### config.mk
export PLATFORM = sky130hd
export DESIGN_NAME = dac_top
export DESIGN_NICKNAME = d
export VERILOG_FILES = /design/src/common/dac_pkg.sv /design/src/verilog/dac_top.sv
export SDC_FILE = /design/constraint.sdc
export NUM_CORES = 2
export LEC_CHECK = 0
export ABC_CLOCK_PERIOD_IN_PS = 4200
export BUFFER_PORTS_ARGS = -buffer_cell sky130_fd_sc_hd__buf_2
export CAP_MARGIN = 25
export CORE_ASPECT_RATIO = 0.75
export CORE_MARGIN = 2
export CORE_UTILIZATION = 35
export DETAILED_ROUTE_END_ITERATION = 16
export PLACE_DENSITY = 0.53
export SYNTH_ARGS = -nofsm -noshare
export SYNTH_HDL_FRONTEND = slang
export SYNTH_SLANG_ARGS = --single-unit
export TNS_END_PERCENT = 50
### constraint.sdc
create_clock -name CLK_SYS_I -period 4.2 [get_ports CLK_SYS_I]
set_clock_uncertainty 0.1 [all_clocks]
set_input_delay 0.84 -clock CLK_SYS_I [delete_from_list [all_inputs] [get_ports CLK_SYS_I]]
set_output_delay 0.84 -clock CLK_SYS_I [all_outputs]
set_load 0.1 [all_outputs]
### src/common/dac_pkg.sv
package dac_pkg;

    ////////////////////////////////////////////////////////////////////////
    // Register indices; the byte address is four times the index.
    localparam logic [7:0] IDX_SELECT = 8'hE8;
    localparam logic [7:0] IDX_BUF = 8'hE9;
    localparam logic [7:0] IDX_DST_REMAINING_COUNT = 8'hEA;
    localparam logic [7:0] IDX_DST_LIVE_POINTER = 8'hEC;
    localparam logic [7:0] IDX_DSZ = 8'hEE;
    localparam logic [7:0] IDX_DSA = 8'hF0;
    localparam logic [7:0] IDX_SRC_REMAINING_COUNT = 8'hF2;
    localparam logic [7:0] IDX_SRC_LIVE_POINTER = 8'hF4;
    localparam logic [7:0] IDX_SSZ = 8'hF7;
    localparam logic [7:0] IDX_SSA = 8'hF9;
    localparam logic [7:0] IDX_CTRL0 = 8'hFC;
    localparam logic [7:0] IDX_CTRL1 = 8'hFD;
    localparam logic [7:0] IDX_ABORT = 8'hFE;
    localparam logic [7:0] IDX_START = 8'hFF;
    // Byte lane offsets of the high and upper lanes from the low lane.
    localparam logic [7:0] LANE_H = 8'h01;
    localparam logic [7:0] LANE_U = 8'h02;

    ////////////////////////////////////////////////////////////////////////
    // Control field positions.
    localparam int CTRL0_EN_BIT = 7;
    localparam int CTRL0_SEN_BIT = 6;
    localparam int CTRL0_AEN_BIT = 2;
    localparam int CTRL0_XIP_BIT = 0;
    localparam int CTRL1_SSTP_BIT = 0;
    localparam int CTRL1_SRC_STEP_MODE_LSB = 1;
    localparam int CTRL1_SMR_LSB = 3;
    localparam int CTRL1_DSTP_BIT = 5;
    localparam int CTRL1_DST_STEP_MODE_LSB = 6;
    localparam logic [1:0] MODE_HOLD = 2'h0;
    localparam logic [1:0] MODE_INC = 2'h1;
    localparam logic [1:0] MODE_DEC = 2'h2;
    localparam logic [1:0] REGION_DATA = 2'h0;
    localparam logic [1:0] REGION_FLASH = 2'h1;
    localparam logic [1:0] REGION_EEPROM = 2'h2;
    localparam logic [2:0] SELECT_RESET = 3'h0;
    localparam logic [7:0] BYTE_RESET = 8'h00;

    ////////////////////////////////////////////////////////////////////////
    // Trigger code table.
    localparam int NCH_MAX = 4;
    localparam logic [7:0] EVT_BASE [NCH_MAX] = '{8'h14, 8'h34, 8'h4C, 8'h54};
    localparam int EV_SRC = 0;
    localparam int EV_DST = 1;
    localparam int EV_OVR = 2;
    localparam int EV_ABT = 3;
    localparam int EV_PER_CH = 4;
    localparam logic [7:0] TRIG_NONE = 8'h00;
    localparam logic [7:0] TRIG_ADC_DONE = 8'h0A;
    localparam logic [7:0] TRIG_SPI1_RX = 8'h18;
    localparam logic [7:0] TRIG_SPI1_TX = 8'h19;
    localparam logic [7:0] TRIG_UART1_RX = 8'h20;
    localparam logic [7:0] TRIG_UART1_TX = 8'h21;
    localparam logic [255:0] NO_SRC_MASK = (256'h1 << 8'h00) |
        (256'h1 << 8'h0E) | (256'h1 << 8'h11) | (256'h1 << 8'h12) |
        (256'h1 << 8'h13) | (256'h1 << 8'h2B) | (256'h1 << 8'h31) |
        (256'h1 << 8'h3C) | (256'h1 << 8'h44) | (256'h1 << 8'h46) |
        (256'h1 << 8'h51) | (256'h1 << 8'h52);

    ////////////////////////////////////////////////////////////////////////
    // Memory side carriers.
    typedef struct packed {
        logic req;
        logic [1:0] region;
        logic [21:0] addr;
    } dac_rd_req_t;

    typedef struct packed {
        logic req;
        logic [15:0] addr;
        logic [7:0] data;
    } dac_wr_req_t;

endpackage

### src/verilog/dac_top.sv
`timescale 1ns/10ps
// Function
// - Read-only buffer byte shows the byte being moved.
// - Writable 22-bit source start address over three lanes, resets zero.
// - Writable 12-bit source message size.
// - Readable 12-bit remaining source byte count.
// - Read-only 22-bit live source pointer, resets zero.
// - Writable 16-bit destination start address over two lanes.
// - Writable 12-bit destination message size.
// - Readable 12-bit remaining destination byte count.
// - Read-only 16-bit live destination pointer, resets zero.
// - Values split into upper, high and low byte registers.
// - 8-bit start trigger code; zero and dash codes select nothing.
// - Abort trigger code uses the same code table.
// - Channel events selectable as triggers in groups of four.
// - Peripheral trigger codes follow the fixed code table.
// - Source pointer holds, increments or decrements by 2-bit mode.
// - Destination pointer holds, increments or decrements by 2-bit mode.
// - Source region: data space, program flash or data EEPROM.
// - Shared register window; select value n below NCH reaches channel n.
module dac_top #(
    parameter int NCH = 4
) (
    input wire logic CLK_SYS_I,
    input wire logic RST_B_I,
    input wire logic HSEL_I,
    input wire logic [31:0] HADDR_I,
    input wire logic [1:0] HTRANS_I,
    input wire logic HWRITE_I,
    input wire logic [2:0] HSIZE_I,
    input wire logic [31:0] HWDATA_I,
    input wire logic HREADY_I,
    output logic [31:0] HRDATA_O,
    output logic HREADYOUT_O,
    output logic HRESP_O,
    input wire logic [255:0] TRIG_I,
    output dac_pkg::dac_rd_req_t MEM_RD_O,
    input wire logic MEM_RD_ACK_I,
    input wire logic [7:0] MEM_RD_DATA_I,
    output dac_pkg::dac_wr_req_t MEM_WR_O,
    input wire logic MEM_WR_ACK_I,
    output logic [4*NCH-1:0] EVT_O
);
    import dac_pkg::*;

    localparam int CW = (NCH > 1) ? $clog2(NCH) : 1;

    if (NCH < 1 || NCH > NCH_MAX) begin : g_bad_nch
        $error("NCH must lie between 1 and 4.");
    end

    typedef enum logic [1:0] {ST_IDLE, ST_READ, ST_WRITE} dac_state_t;

    ////////////////////////////////////////////////////////////////////////
    // Channel state.
    logic [21:0] ssa_reg [NCH];
    logic [11:0] ssz_reg [NCH];
    logic [11:0] src_remaining_count_reg [NCH];
    logic [21:0] src_live_pointer_reg [NCH];
    logic [15:0] dsa_reg [NCH];
    logic [11:0] dsz_reg [NCH];
    logic [11:0] dst_remaining_count_reg [NCH];
    logic [15:0] dst_live_pointer_reg [NCH];
    logic [7:0] ctrl1_reg [NCH];
    logic [7:0] start_trigger_code_reg [NCH];
    logic [7:0] abort_trigger_code_reg [NCH];
    logic [7:0] buf_reg [NCH];
    logic [NCH-1:0] en_reg, sen_reg, aen_reg, xip_reg, pend_reg;
    logic [2:0] sel_reg;
    logic wr_vld_reg;
    logic [7:0] wr_idx_reg;
    dac_state_t state_reg;
    logic [CW-1:0] act_reg;
    logic [4*NCH-1:0] evt_reg;

    ////////////////////////////////////////////////////////////////////////
    // Bus decode.
    wire ahb_go = HSEL_I & HREADY_I & HTRANS_I[1];
    wire addr_ok = (HADDR_I[31:10] == 22'h0) & (HADDR_I[1:0] == 2'h0);
    wire [7:0] acc_idx = HADDR_I[9:2];
    wire sel_ok = ({29'h0, sel_reg} < 32'(NCH));
    wire [CW-1:0] cs = sel_reg[CW-1:0];
    wire [7:0] wd = HWDATA_I[7:0];
    wire we_ch = wr_vld_reg & sel_ok;

    function automatic logic [7:0] rd_mux(input logic [7:0] idx);
        logic [7:0] v;
        v = BYTE_RESET;
        if (idx == IDX_SELECT) begin
            v = {5'h0, sel_reg};
        end else if (sel_ok) begin
            case (idx)
                IDX_BUF: v = buf_reg[cs];
                IDX_DST_REMAINING_COUNT: v = dst_remaining_count_reg[cs][7:0];
                IDX_DST_REMAINING_COUNT + LANE_H: v = {4'h0, dst_remaining_count_reg[cs][11:8]};
                IDX_DST_LIVE_POINTER: v = dst_live_pointer_reg[cs][7:0];
                IDX_DST_LIVE_POINTER + LANE_H: v = dst_live_pointer_reg[cs][15:8];
                IDX_DSZ: v = dsz_reg[cs][7:0];
                IDX_DSZ + LANE_H: v = {4'h0, dsz_reg[cs][11:8]};
                IDX_DSA: v = dsa_reg[cs][7:0];
                IDX_DSA + LANE_H: v = dsa_reg[cs][15:8];
                IDX_SRC_REMAINING_COUNT: v = src_remaining_count_reg[cs][7:0];
                IDX_SRC_REMAINING_COUNT + LANE_H: v = {4'h0, src_remaining_count_reg[cs][11:8]};
                IDX_SRC_LIVE_POINTER: v = src_live_pointer_reg[cs][7:0];
                IDX_SRC_LIVE_POINTER + LANE_H: v = src_live_pointer_reg[cs][15:8];
                IDX_SRC_LIVE_POINTER + LANE_U: v = {2'h0, src_live_pointer_reg[cs][21:16]};
                IDX_SSZ: v = ssz_reg[cs][7:0];
                IDX_SSZ + LANE_H: v = {4'h0, ssz_reg[cs][11:8]};
                IDX_SSA: v = ssa_reg[cs][7:0];
                IDX_SSA + LANE_H: v = ssa_reg[cs][15:8];
                IDX_SSA + LANE_U: v = {2'h0, ssa_reg[cs][21:16]};
                IDX_CTRL0: v = {en_reg[cs], sen_reg[cs], 3'h0,
                    aen_reg[cs], 1'b0, xip_reg[cs]};
                IDX_CTRL1: v = ctrl1_reg[cs];
                IDX_ABORT: v = abort_trigger_code_reg[cs];
                IDX_START: v = start_trigger_code_reg[cs];
                default: v = BYTE_RESET;
            endcase
        end
        return v;
    endfunction

    function automatic logic [21:0] step_ptr(input logic [21:0] p,
        input logic [1:0] m);
        logic [21:0] r;
        case (m)
            MODE_INC: r = p + 22'h1;
            MODE_DEC: r = p - 22'h1;
            default: r = p;
        endcase
        return r;
    endfunction

    logic [7:0] rd_byte;

    always_comb begin
        rd_byte = addr_ok ? rd_mux(acc_idx) : BYTE_RESET;
    end

    ////////////////////////////////////////////////////////////////////////
    // Trigger decode and transfer events.
    logic [255:0] trig_all;
    logic [NCH-1:0] start_hit, abort_hit, src_adv, dst_adv;
    logic [NCH-1:0] src_wrap, dst_wrap, sw_wr, en_rise, ovr_hit;
    logic [21:0] src_live_pointer_nx [NCH];
    logic [21:0] dst_live_pointer_nx [NCH];
    logic grant_vld;
    logic [CW-1:0] grant_ch;

    always_comb begin
        trig_all = TRIG_I & ~NO_SRC_MASK;
        for (int c = 0; c < NCH; c++) begin
            for (int k = 0; k < EV_PER_CH; k++) begin
                trig_all[EVT_BASE[c] + k] = evt_reg[c*EV_PER_CH + k];
            end
        end
    end

    always_comb begin
        grant_vld = 1'b0;
        grant_ch = '0;
        for (int c = NCH - 1; c >= 0; c--) begin
            start_hit[c] = en_reg[c] & sen_reg[c] & trig_all[start_trigger_code_reg[c]];
            abort_hit[c] = en_reg[c] & aen_reg[c] & trig_all[abort_trigger_code_reg[c]];
            ovr_hit[c] = start_hit[c] & pend_reg[c];
            src_adv[c] = (state_reg == ST_READ) & (act_reg == CW'(c)) &
                MEM_RD_ACK_I & ~abort_hit[c] & en_reg[c];
            dst_adv[c] = (state_reg == ST_WRITE) & (act_reg == CW'(c)) &
                MEM_WR_ACK_I & ~abort_hit[c] & en_reg[c];
            src_wrap[c] = src_adv[c] & (src_remaining_count_reg[c] <= 12'h1);
            dst_wrap[c] = dst_adv[c] & (dst_remaining_count_reg[c] <= 12'h1);
            sw_wr[c] = we_ch & (cs == CW'(c));
            en_rise[c] = sw_wr[c] & (wr_idx_reg == IDX_CTRL0) &
                wd[CTRL0_EN_BIT] & ~en_reg[c];
            src_live_pointer_nx[c] = step_ptr(src_live_pointer_reg[c],
                ctrl1_reg[c][CTRL1_SRC_STEP_MODE_LSB +: 2]);
            dst_live_pointer_nx[c] = step_ptr({6'h0, dst_live_pointer_reg[c]},
                ctrl1_reg[c][CTRL1_DST_STEP_MODE_LSB +: 2]);
            if (pend_reg[c] & en_reg[c] & ~abort_hit[c]) begin
                grant_vld = 1'b1;
                grant_ch = CW'(c);
            end
        end
    end

    wire kill = abort_hit[act_reg] | ~en_reg[act_reg];
    wire [1:0] src_region_select = ctrl1_reg[grant_ch][CTRL1_SMR_LSB +: 2];
    wire [1:0] region = src_region_select[1] ? REGION_EEPROM : src_region_select;

    ////////////////////////////////////////////////////////////////////////
    // Bus slave.
    always_ff @(posedge CLK_SYS_I or negedge RST_B_I) begin
        if (!RST_B_I) begin
            HRDATA_O <= 32'h0;
            HREADYOUT_O <= 1'b1;
            HRESP_O <= 1'b0;
            wr_vld_reg <= 1'b0;
            wr_idx_reg <= BYTE_RESET;
            sel_reg <= SELECT_RESET;
        end else begin
            HRDATA_O <= (ahb_go & ~HWRITE_I) ? {24'h0, rd_byte} : 32'h0;
            HREADYOUT_O <= 1'b1;
            HRESP_O <= 1'b0;
            wr_vld_reg <= ahb_go & HWRITE_I & addr_ok;
            wr_idx_reg <= acc_idx;
            if (wr_vld_reg && wr_idx_reg == IDX_SELECT) begin
                sel_reg <= wd[2:0];
            end
        end
    end

    ////////////////////////////////////////////////////////////////////////
    // Transfer engine.
    always_ff @(posedge CLK_SYS_I or negedge RST_B_I) begin
        if (!RST_B_I) begin
            state_reg <= ST_IDLE;
            act_reg <= '0;
            MEM_RD_O <= '0;
            MEM_WR_O <= '0;
        end else begin
            case (state_reg)
                ST_IDLE: begin
                    if (grant_vld) begin
                        state_reg <= ST_READ;
                        act_reg <= grant_ch;
                        MEM_RD_O <= {1'b1, region, src_live_pointer_reg[grant_ch]};
                    end
                end
                ST_READ: begin
                    if (kill) begin
                        state_reg <= ST_IDLE;
                        MEM_RD_O.req <= 1'b0;
                    end else if (MEM_RD_ACK_I) begin
                        state_reg <= ST_WRITE;
                        MEM_RD_O.req <= 1'b0;
                        MEM_WR_O <= {1'b1, dst_live_pointer_reg[act_reg], MEM_RD_DATA_I};
                    end
                end
                ST_WRITE: begin
                    if (kill || MEM_WR_ACK_I) begin
                        state_reg <= ST_IDLE;
                        MEM_WR_O.req <= 1'b0;
                    end
                end
                default: state_reg <= ST_IDLE;
            endcase
        end
    end

    ////////////////////////////////////////////////////////////////////////
    // Channel registers: engine updates first, software writes after.
    always_ff @(posedge CLK_SYS_I or negedge RST_B_I) begin
        if (!RST_B_I) begin
            for (int c = 0; c < NCH; c++) begin
                ssa_reg[c] <= 22'h0;
                ssz_reg[c] <= 12'h0;
                src_remaining_count_reg[c] <= 12'h0;
                src_live_pointer_reg[c] <= 22'h0;
                dsa_reg[c] <= 16'h0;
                dsz_reg[c] <= 12'h0;
                dst_remaining_count_reg[c] <= 12'h0;
                dst_live_pointer_reg[c] <= 16'h0;
                ctrl1_reg[c] <= BYTE_RESET;
                start_trigger_code_reg[c] <= TRIG_NONE;
                abort_trigger_code_reg[c] <= TRIG_NONE;
                buf_reg[c] <= BYTE_RESET;
            end
            en_reg <= '0;
            sen_reg <= '0;
            aen_reg <= '0;
            xip_reg <= '0;
            pend_reg <= '0;
            evt_reg <= '0;
        end else begin
            for (int c = 0; c < NCH; c++) begin
                evt_reg[c*EV_PER_CH + EV_SRC] <= src_wrap[c];
                evt_reg[c*EV_PER_CH + EV_DST] <= dst_wrap[c];
                evt_reg[c*EV_PER_CH + EV_OVR] <= ovr_hit[c];
                evt_reg[c*EV_PER_CH + EV_ABT] <= abort_hit[c];
                if (start_hit[c]) begin
                    pend_reg[c] <= 1'b1;
                end else if (abort_hit[c] || (state_reg == ST_IDLE &&
                    grant_vld && grant_ch == CW'(c))) begin
                    pend_reg[c] <= 1'b0;
                end
                if (src_adv[c]) begin
                    buf_reg[c] <= MEM_RD_DATA_I;
                    xip_reg[c] <= 1'b1;
                    if (src_wrap[c]) begin
                        src_remaining_count_reg[c] <= ssz_reg[c];
                        src_live_pointer_reg[c] <= ssa_reg[c];
                    end else begin
                        src_remaining_count_reg[c] <= src_remaining_count_reg[c] - 12'h1;
                        src_live_pointer_reg[c] <= src_live_pointer_nx[c];
                    end
                end
                if (dst_adv[c]) begin
                    xip_reg[c] <= 1'b0;
                    if (dst_wrap[c]) begin
                        dst_remaining_count_reg[c] <= dsz_reg[c];
                        dst_live_pointer_reg[c] <= dsa_reg[c];
                    end else begin
                        dst_remaining_count_reg[c] <= dst_remaining_count_reg[c] - 12'h1;
                        dst_live_pointer_reg[c] <= dst_live_pointer_nx[c][15:0];
                    end
                end
                if (abort_hit[c]) begin
                    xip_reg[c] <= 1'b0;
                end
                if ((src_wrap[c] & ctrl1_reg[c][CTRL1_SSTP_BIT]) |
                    (dst_wrap[c] & ctrl1_reg[c][CTRL1_DSTP_BIT])) begin
                    sen_reg[c] <= 1'b0;
                end
                if (en_rise[c]) begin
                    src_remaining_count_reg[c] <= ssz_reg[c];
                    src_live_pointer_reg[c] <= ssa_reg[c];
                    dst_remaining_count_reg[c] <= dsz_reg[c];
                    dst_live_pointer_reg[c] <= dsa_reg[c];
                end
                if (sw_wr[c]) begin
                    case (wr_idx_reg)
                        IDX_SSA: ssa_reg[c][7:0] <= wd;
                        IDX_SSA + LANE_H: ssa_reg[c][15:8] <= wd;
                        IDX_SSA + LANE_U: ssa_reg[c][21:16] <= wd[5:0];
                        IDX_SSZ: ssz_reg[c][7:0] <= wd;
                        IDX_SSZ + LANE_H: ssz_reg[c][11:8] <= wd[3:0];
                        IDX_DSA: dsa_reg[c][7:0] <= wd;
                        IDX_DSA + LANE_H: dsa_reg[c][15:8] <= wd;
                        IDX_DSZ: dsz_reg[c][7:0] <= wd;
                        IDX_DSZ + LANE_H: dsz_reg[c][11:8] <= wd[3:0];
                        IDX_CTRL0: begin
                            en_reg[c] <= wd[CTRL0_EN_BIT];
                            sen_reg[c] <= wd[CTRL0_SEN_BIT];
                            aen_reg[c] <= wd[CTRL0_AEN_BIT];
                        end
                        IDX_CTRL1: ctrl1_reg[c] <= wd;
                        IDX_ABORT: abort_trigger_code_reg[c] <= wd;
                        IDX_START: start_trigger_code_reg[c] <= wd;
                        default: ;
                    endcase
                end
            end
        end
    end

    always_comb begin
        EVT_O = evt_reg;
    end
endmodule // dac_top

# Word-level counts from Yosys, hierarchy flattened
# Index checks and enable logic that the tools add are counted.
# word_totals
regBits	734
word_cells	628
output_inout_bits	100
inputBits	340
# op_classes
n_mux	188
n_reduce_logical	108
bitwise_logic	118
addsub	24
n_eq_ne	70
n_lt_le_gt_ge	22
# ops
op	count
2-to-1 mux 22 bit	18
2-to-1 mux 12 bit	32
equality test 8 bit, second input constant	38
2-to-1 mux 16 bit	18
one-hot mux 8 bit (23 select lines)	1
one-hot mux 22 bit (2 select lines)	4
binary-select mux 22 bit (select 2 bit)	3
one-hot mux 16 bit (2 select lines)	4
AND reduction 2 bit	61
AND 1 bit	99
binary-select mux 12 bit (select 2 bit)	4
binary-select mux 16 bit (select 2 bit)	3
<= comparator 12 x 1 -> 1 bit, second input constant	8
2-to-1 mux 8 bit	12
subtractor 12 x 1 -> 12 bit, second input constant	8
adder 22 x 1 -> 22 bit, second input constant	4
subtractor 22 x 1 -> 22 bit, second input constant	4
binary-select mux 8 bit (select 2 bit)	5
2-to-1 mux 25 bit	3
< comparator 8 x 9 -> 1 bit, second input constant	8
adder 16 x 1 -> 16 bit, second input constant	4
binary-select mux 1 bit (select 8 bit)	8
subtractor 16 x 1 -> 16 bit, second input constant	4
2-to-1 mux 1 bit	53
25 further kinds	124

# Depth between registers and ports, before layout
# logic_depth
depth_word	16
depth_mapped	19
mapped_depth_nobuf	15

# Least setup slack after synthesis
# No wires, ideal clock.
# synth_path
path_type	input port to flip-flop
start	in TRIG_I[171]
end	reg MEM_RD_O[17] in the netlist's numbering
t_required_ns	3.972
t_arrival_ns	3.864
stages	12
setup_time_ns	0.128
slack_ns	0.108
path_buffers	1
cell_sequence	mux4_2 mux4_2 and4_1 a41oi_1 nand4_1 a311o_1 a211oi_4 a2bb2oi_4 buf_6 mux2i_1 a221oi_1 mux2_1
# synth_via
elab_chain_len	13
word_cells_on_any_way	33
cone_classes	19 x mux; 13 x bitwise; 1 x reduce/logical
# synth_rtl
element	line_no	source
start, declared	dac_top.sv:36	input wire logic [255:0] TRIG_I,
binary-select mux 1 bit (select 8 bit)	dac_top.sv:164	abort_hit[c] = en_reg[c] & aen_reg[c] & trig_all[abort_trigger_code_reg[c]];
2-to-1 mux 1 bit (not written as such)	dac_top.sv:164	
AND 1 bit	dac_top.sv:164	
inverter 1 bit	dac_top.sv:179	if (pend_reg[c] & en_reg[c] & ~abort_hit[c]) begin
AND 1 bit	dac_top.sv:179	
2-to-1 mux 2 bit (4 in a row)	dac_top.sv:179	
inverter 2 -> 3 bit (not written as such)	dac_top.sv:226	MEM_RD_O <= {1'b1, region, src_live_pointer_reg[grant_ch]};
binary-select mux 22 bit (select 2 bit)	dac_top.sv:226	
2-to-1 mux 22 bit (not written as such) (2 in a row)	dac_top.sv:226	
end signal, assigned	dac_top.sv:226	
end, declared	dac_top.sv:37	output dac_pkg::dac_rd_req_t MEM_RD_O,
# Several ways; a longest one is shown, not always the timed one. The select of a mux whose other input is x is not followed.
# A chain may end at the register's enable or synchronous reset.

# Worst setup path after layout
# layout_path
start	reg abort_trigger_code_reg[25] in the netlist's numbering
end	reg MEM_WR_O[16] in the netlist's numbering
# layout_via
elab_chain_len	8
# layout_rtl
element	line_no	source
start, declared	dac_top.sv:66	logic [7:0] abort_trigger_code_reg [NCH];
start signal, assigned by index	dac_top.sv:337	IDX_ABORT: abort_trigger_code_reg[c] <= wd;
binary-select mux 1 bit (select 8 bit)	dac_top.sv:164	
2-to-1 mux 1 bit (not written as such)	dac_top.sv:164	
AND 1 bit	dac_top.sv:164	
binary-select mux 1 bit (select 2 bit)	dac_top.sv:186	wire kill = abort_hit[act_reg] | ~en_reg[act_reg];
2-to-1 mux 1 bit (not written as such)	dac_top.sv:186	
OR 1 bit	dac_top.sv:186	
inverter 1 bit (no line)	--	
AND reduction 3 bit (no line)	--	
end signal, assigned	dac_top.sv:236	MEM_WR_O <= {1'b1, dst_live_pointer_reg[act_reg], MEM_RD_DATA_I};
end, declared	dac_top.sv:40	output dac_pkg::dac_wr_req_t MEM_WR_O,
# No other way between the ends. The select of a mux whose other input is x is not followed.

==> metrics <==
area of the multi-input gates=40400 µm²; worst hold margin=0.0262 ns; critical path's largest stage delay=0.61 ns; launch point of the worst path=abort_trigger_code_reg[25]; Peak VDD IR=570 µV; first-pass GRT wire length=429000 µm; Max Slew Vio Count=0; Mapped Area=60600 µm²; Setup WS post-layout=-0.133 ns; TritonRoute pass-1 iters=6; vias in the first global route=54.6k; met1 wire length=132000 µm; EDFF count, synth=0; die height=364 µm; clk sink count=734; post-synth cell types=93; RD Place Congestion=1.05; Worst path slowest cell=mux4_2; mean number of vias per cell=6.49; WL/cell=34.4 µm; final WL=309000 µm; sequential fraction of the synthesis area=30.3%; Fillers=16.3k; metal3 WL=43800 µm; largest cells by area after synthesis=dfrtp_1 (30%), mux4_2 (23%), mux2_2 (7.9%); warnings from Yosys=0; share of layout cells above drive strength 1=38.2%; status=complete, but fails checks; crit share post-route=103%; # setup viols final=52; initial DRC count=8503; fmax=231 MHz; Clock Path Buffers=3; register area=18400 µm²; H-Tree Depth=3; grt ovf=0; TritonCTS clock tree=built; clk_lat worst skew=0.72 ns; Worst Path Max Fanout=24; crit path cell chain=buf_12, buf_12, mux4_2, mux4_2, a221oi_4, a2111oi_4, buf_4, nor2_4, a311oi_1, a21oi_2, nor2b_4, buf_12, mux2_2; Synth Area per Inst=10.6 µm²; Cells after Synth=5719; initial antenna violation count=34; dominant synthesized flop cell=dfrtp_1; Layout area overhead=23.7%; total CTS buffers=78; Final Critical Period=4.33 ns; Async S/R FF share, synth=100%; top-level port count=440; nets@finish=7113; largest net degree at the start of global routing=91; area share of the largest cell type after synthesis=30.3%; Worst Path Buf+Inv=4; violated checks=setup timing; max cap viols=0; Max Used Layer=met5; worst hold path class=input pin to async pin; Routed Antenna Nets=0; Clock transition at path regs=0.06 ns; met2 wire length=122000 µm; Root Driver=clkbuf_16; RSZ-0062 raised after global routing=yes; drt drc=0; Initial Utilization=35.2%; area of the core=172000 µm²; Yosys reg bits=734; via count=58.2k; Detailed Place HPWL=240000 µm; startpoint types=register; IO buf count=357; most frequent CP cell=buf_12; Rows=132; DIE AREA=177000 µm²; Critical Path End Type=register; total track usage=34.1%; Post-CTS Hold Buffers=0; CP delay by family, top=multiplexers; area leader, netlist=dfrtp_1; Fin. Hold Viols=0; crit path DAT=4.81 ns; Slew @ Worst Pin=1.11 ns; CP required=4.68 ns; die width=484 µm; final core occ=43.5%; Power Density=361 nW/µm²; Static Leak=32.7 nW; Slew HR=26.2%; CP Class=register to register; worst r2r src=abort_trigger_code_reg[25]
path summary, 6_finish.rpt:
kind                            endpoint  slack, ns  cells past startpoint
min in group CLK_SYS_I     wr_idx_reg[5]       0.15                      1
setup / recovery            MEM_WR_O[16]      -0.13                     13
setup reg to reg            MEM_WR_O[16]      -0.13                     13
hold reg to reg              MEM_RD_O[2]       0.40                      2
hold / removal               dsz_reg[42]       0.03                      1
max in group asynchronous    ssz_reg[27]       2.71                      2
placed cells by master (no fill, tap or decap), types with 30 or more instances in the layout:
cell type  netlist  layout
buf_12           0     114
buf_2           47     353
nand2_1        415     413
o21ai_0        302     297
mux4_2         627     627
nor4_1          32      30
a21o_1          43      42
nand2b_1        53      53
nand4_1         40      40
nand3_1        130     129
xor2_1          46      46
nor3_1         138     133
dfrtp_1        734     713
clkbuf_16        0      86
nor2b_1         67      65
buf_4           51     722
mux2i_1        231     230
a31oi_1         53      45
ha_1           160     159
a21oi_1        411     405
and3_1          35      35
mux2_2         424     419
xnor2_1         61      61
inv_1          160     159
or3_1           36      36
o211ai_1        33      33
nor2_1         469     462
a22oi_1        135     135
layout make-up:
cell class	count	area share, %
flip-flops and latches	734	24.6
multi-input cells	4413	53.9
repair buffers	1216	13.2
diodes	20	0.0668
well taps	2278	3.80
inverters	162	0.816
clock inverters	40	0.708
clock buffers	102	2.97
power breakdown:
group          internal [W]  switching [W]  leakage [nW]
logic               0.00372        0.00621          22.1
registers           0.00803        0.00133          9.32
clock network       0.00444        0.00331          1.35
total                0.0162         0.0108          32.7
per-layer routing:
metal / vias to the layer above / track usage (%)
met2: 3681 / 46.0
met1: 30089 / 49.0
li1: 23868 / -
met4: 16 / 10.1
met3: 563 / 14.2
met5: - / 0
synthesized netlist by cell type, types with 130 or more instances:
| library cell | instances |
|---|---|
| mux2i_1 | 231 |
| ha_1 | 160 |
| nor2_1 | 469 |
| o21ai_0 | 302 |
| nand2_1 | 415 |
| nand3_1 | 130 |
| clkbuf_1 | 272 |
| nor3_1 | 138 |
| mux2_2 | 424 |
| dfrtp_1 | 734 |
| a22oi_1 | 135 |
| inv_1 | 160 |
| mux4_2 | 627 |
| a21oi_1 | 411 |
metrics by stage:
| stage | TNS (ns) | worst slack [ns] | total power, W | instances | cell area (µm²) |
|---|---|---|---|---|---|
| 2_1_floorplan | 0 | 0.108 | 0.0152 | 5743 | 60700 |
| 3_3_place_gp | -100.46 | -0.962 | 0.0187 | 8766 | 71100 |
| 3_5_place_dp | -106.56 | -0.967 | 0.0189 | 8768 | 71100 |
| 4_1_cts | -3.59 | -0.126 | 0.0268 | 8926 | 74300 |
| 5_1_grt | -6.89 | -0.200 | 0.0281 | 8958 | 74900 |
| 6_report | -4.38 | -0.133 | 0.0270 | 8965 | 75000 |
kinds of logic after synthesis:
| kind of cell | share of synthesized area, % |
|---|---|
| compound gates | 13.8 |
| simple gates | 11.5 |
| other cells | 0.0124 |
| buf+inv | 4.21 |
| fa+ha+maj | 3.57 |
| flops | 30.3 |
| mux | 35.0 |
| xor+xnor | 1.55 |
repair_timing:
action                     in CTS  in global routing
gates cloned                    1                  5
setup endpoints to repair     213                242
resized for setup              49                 82
setup buffers                  15                 16
pin swaps                       8                 14
(Power assumes the default switching activity.)
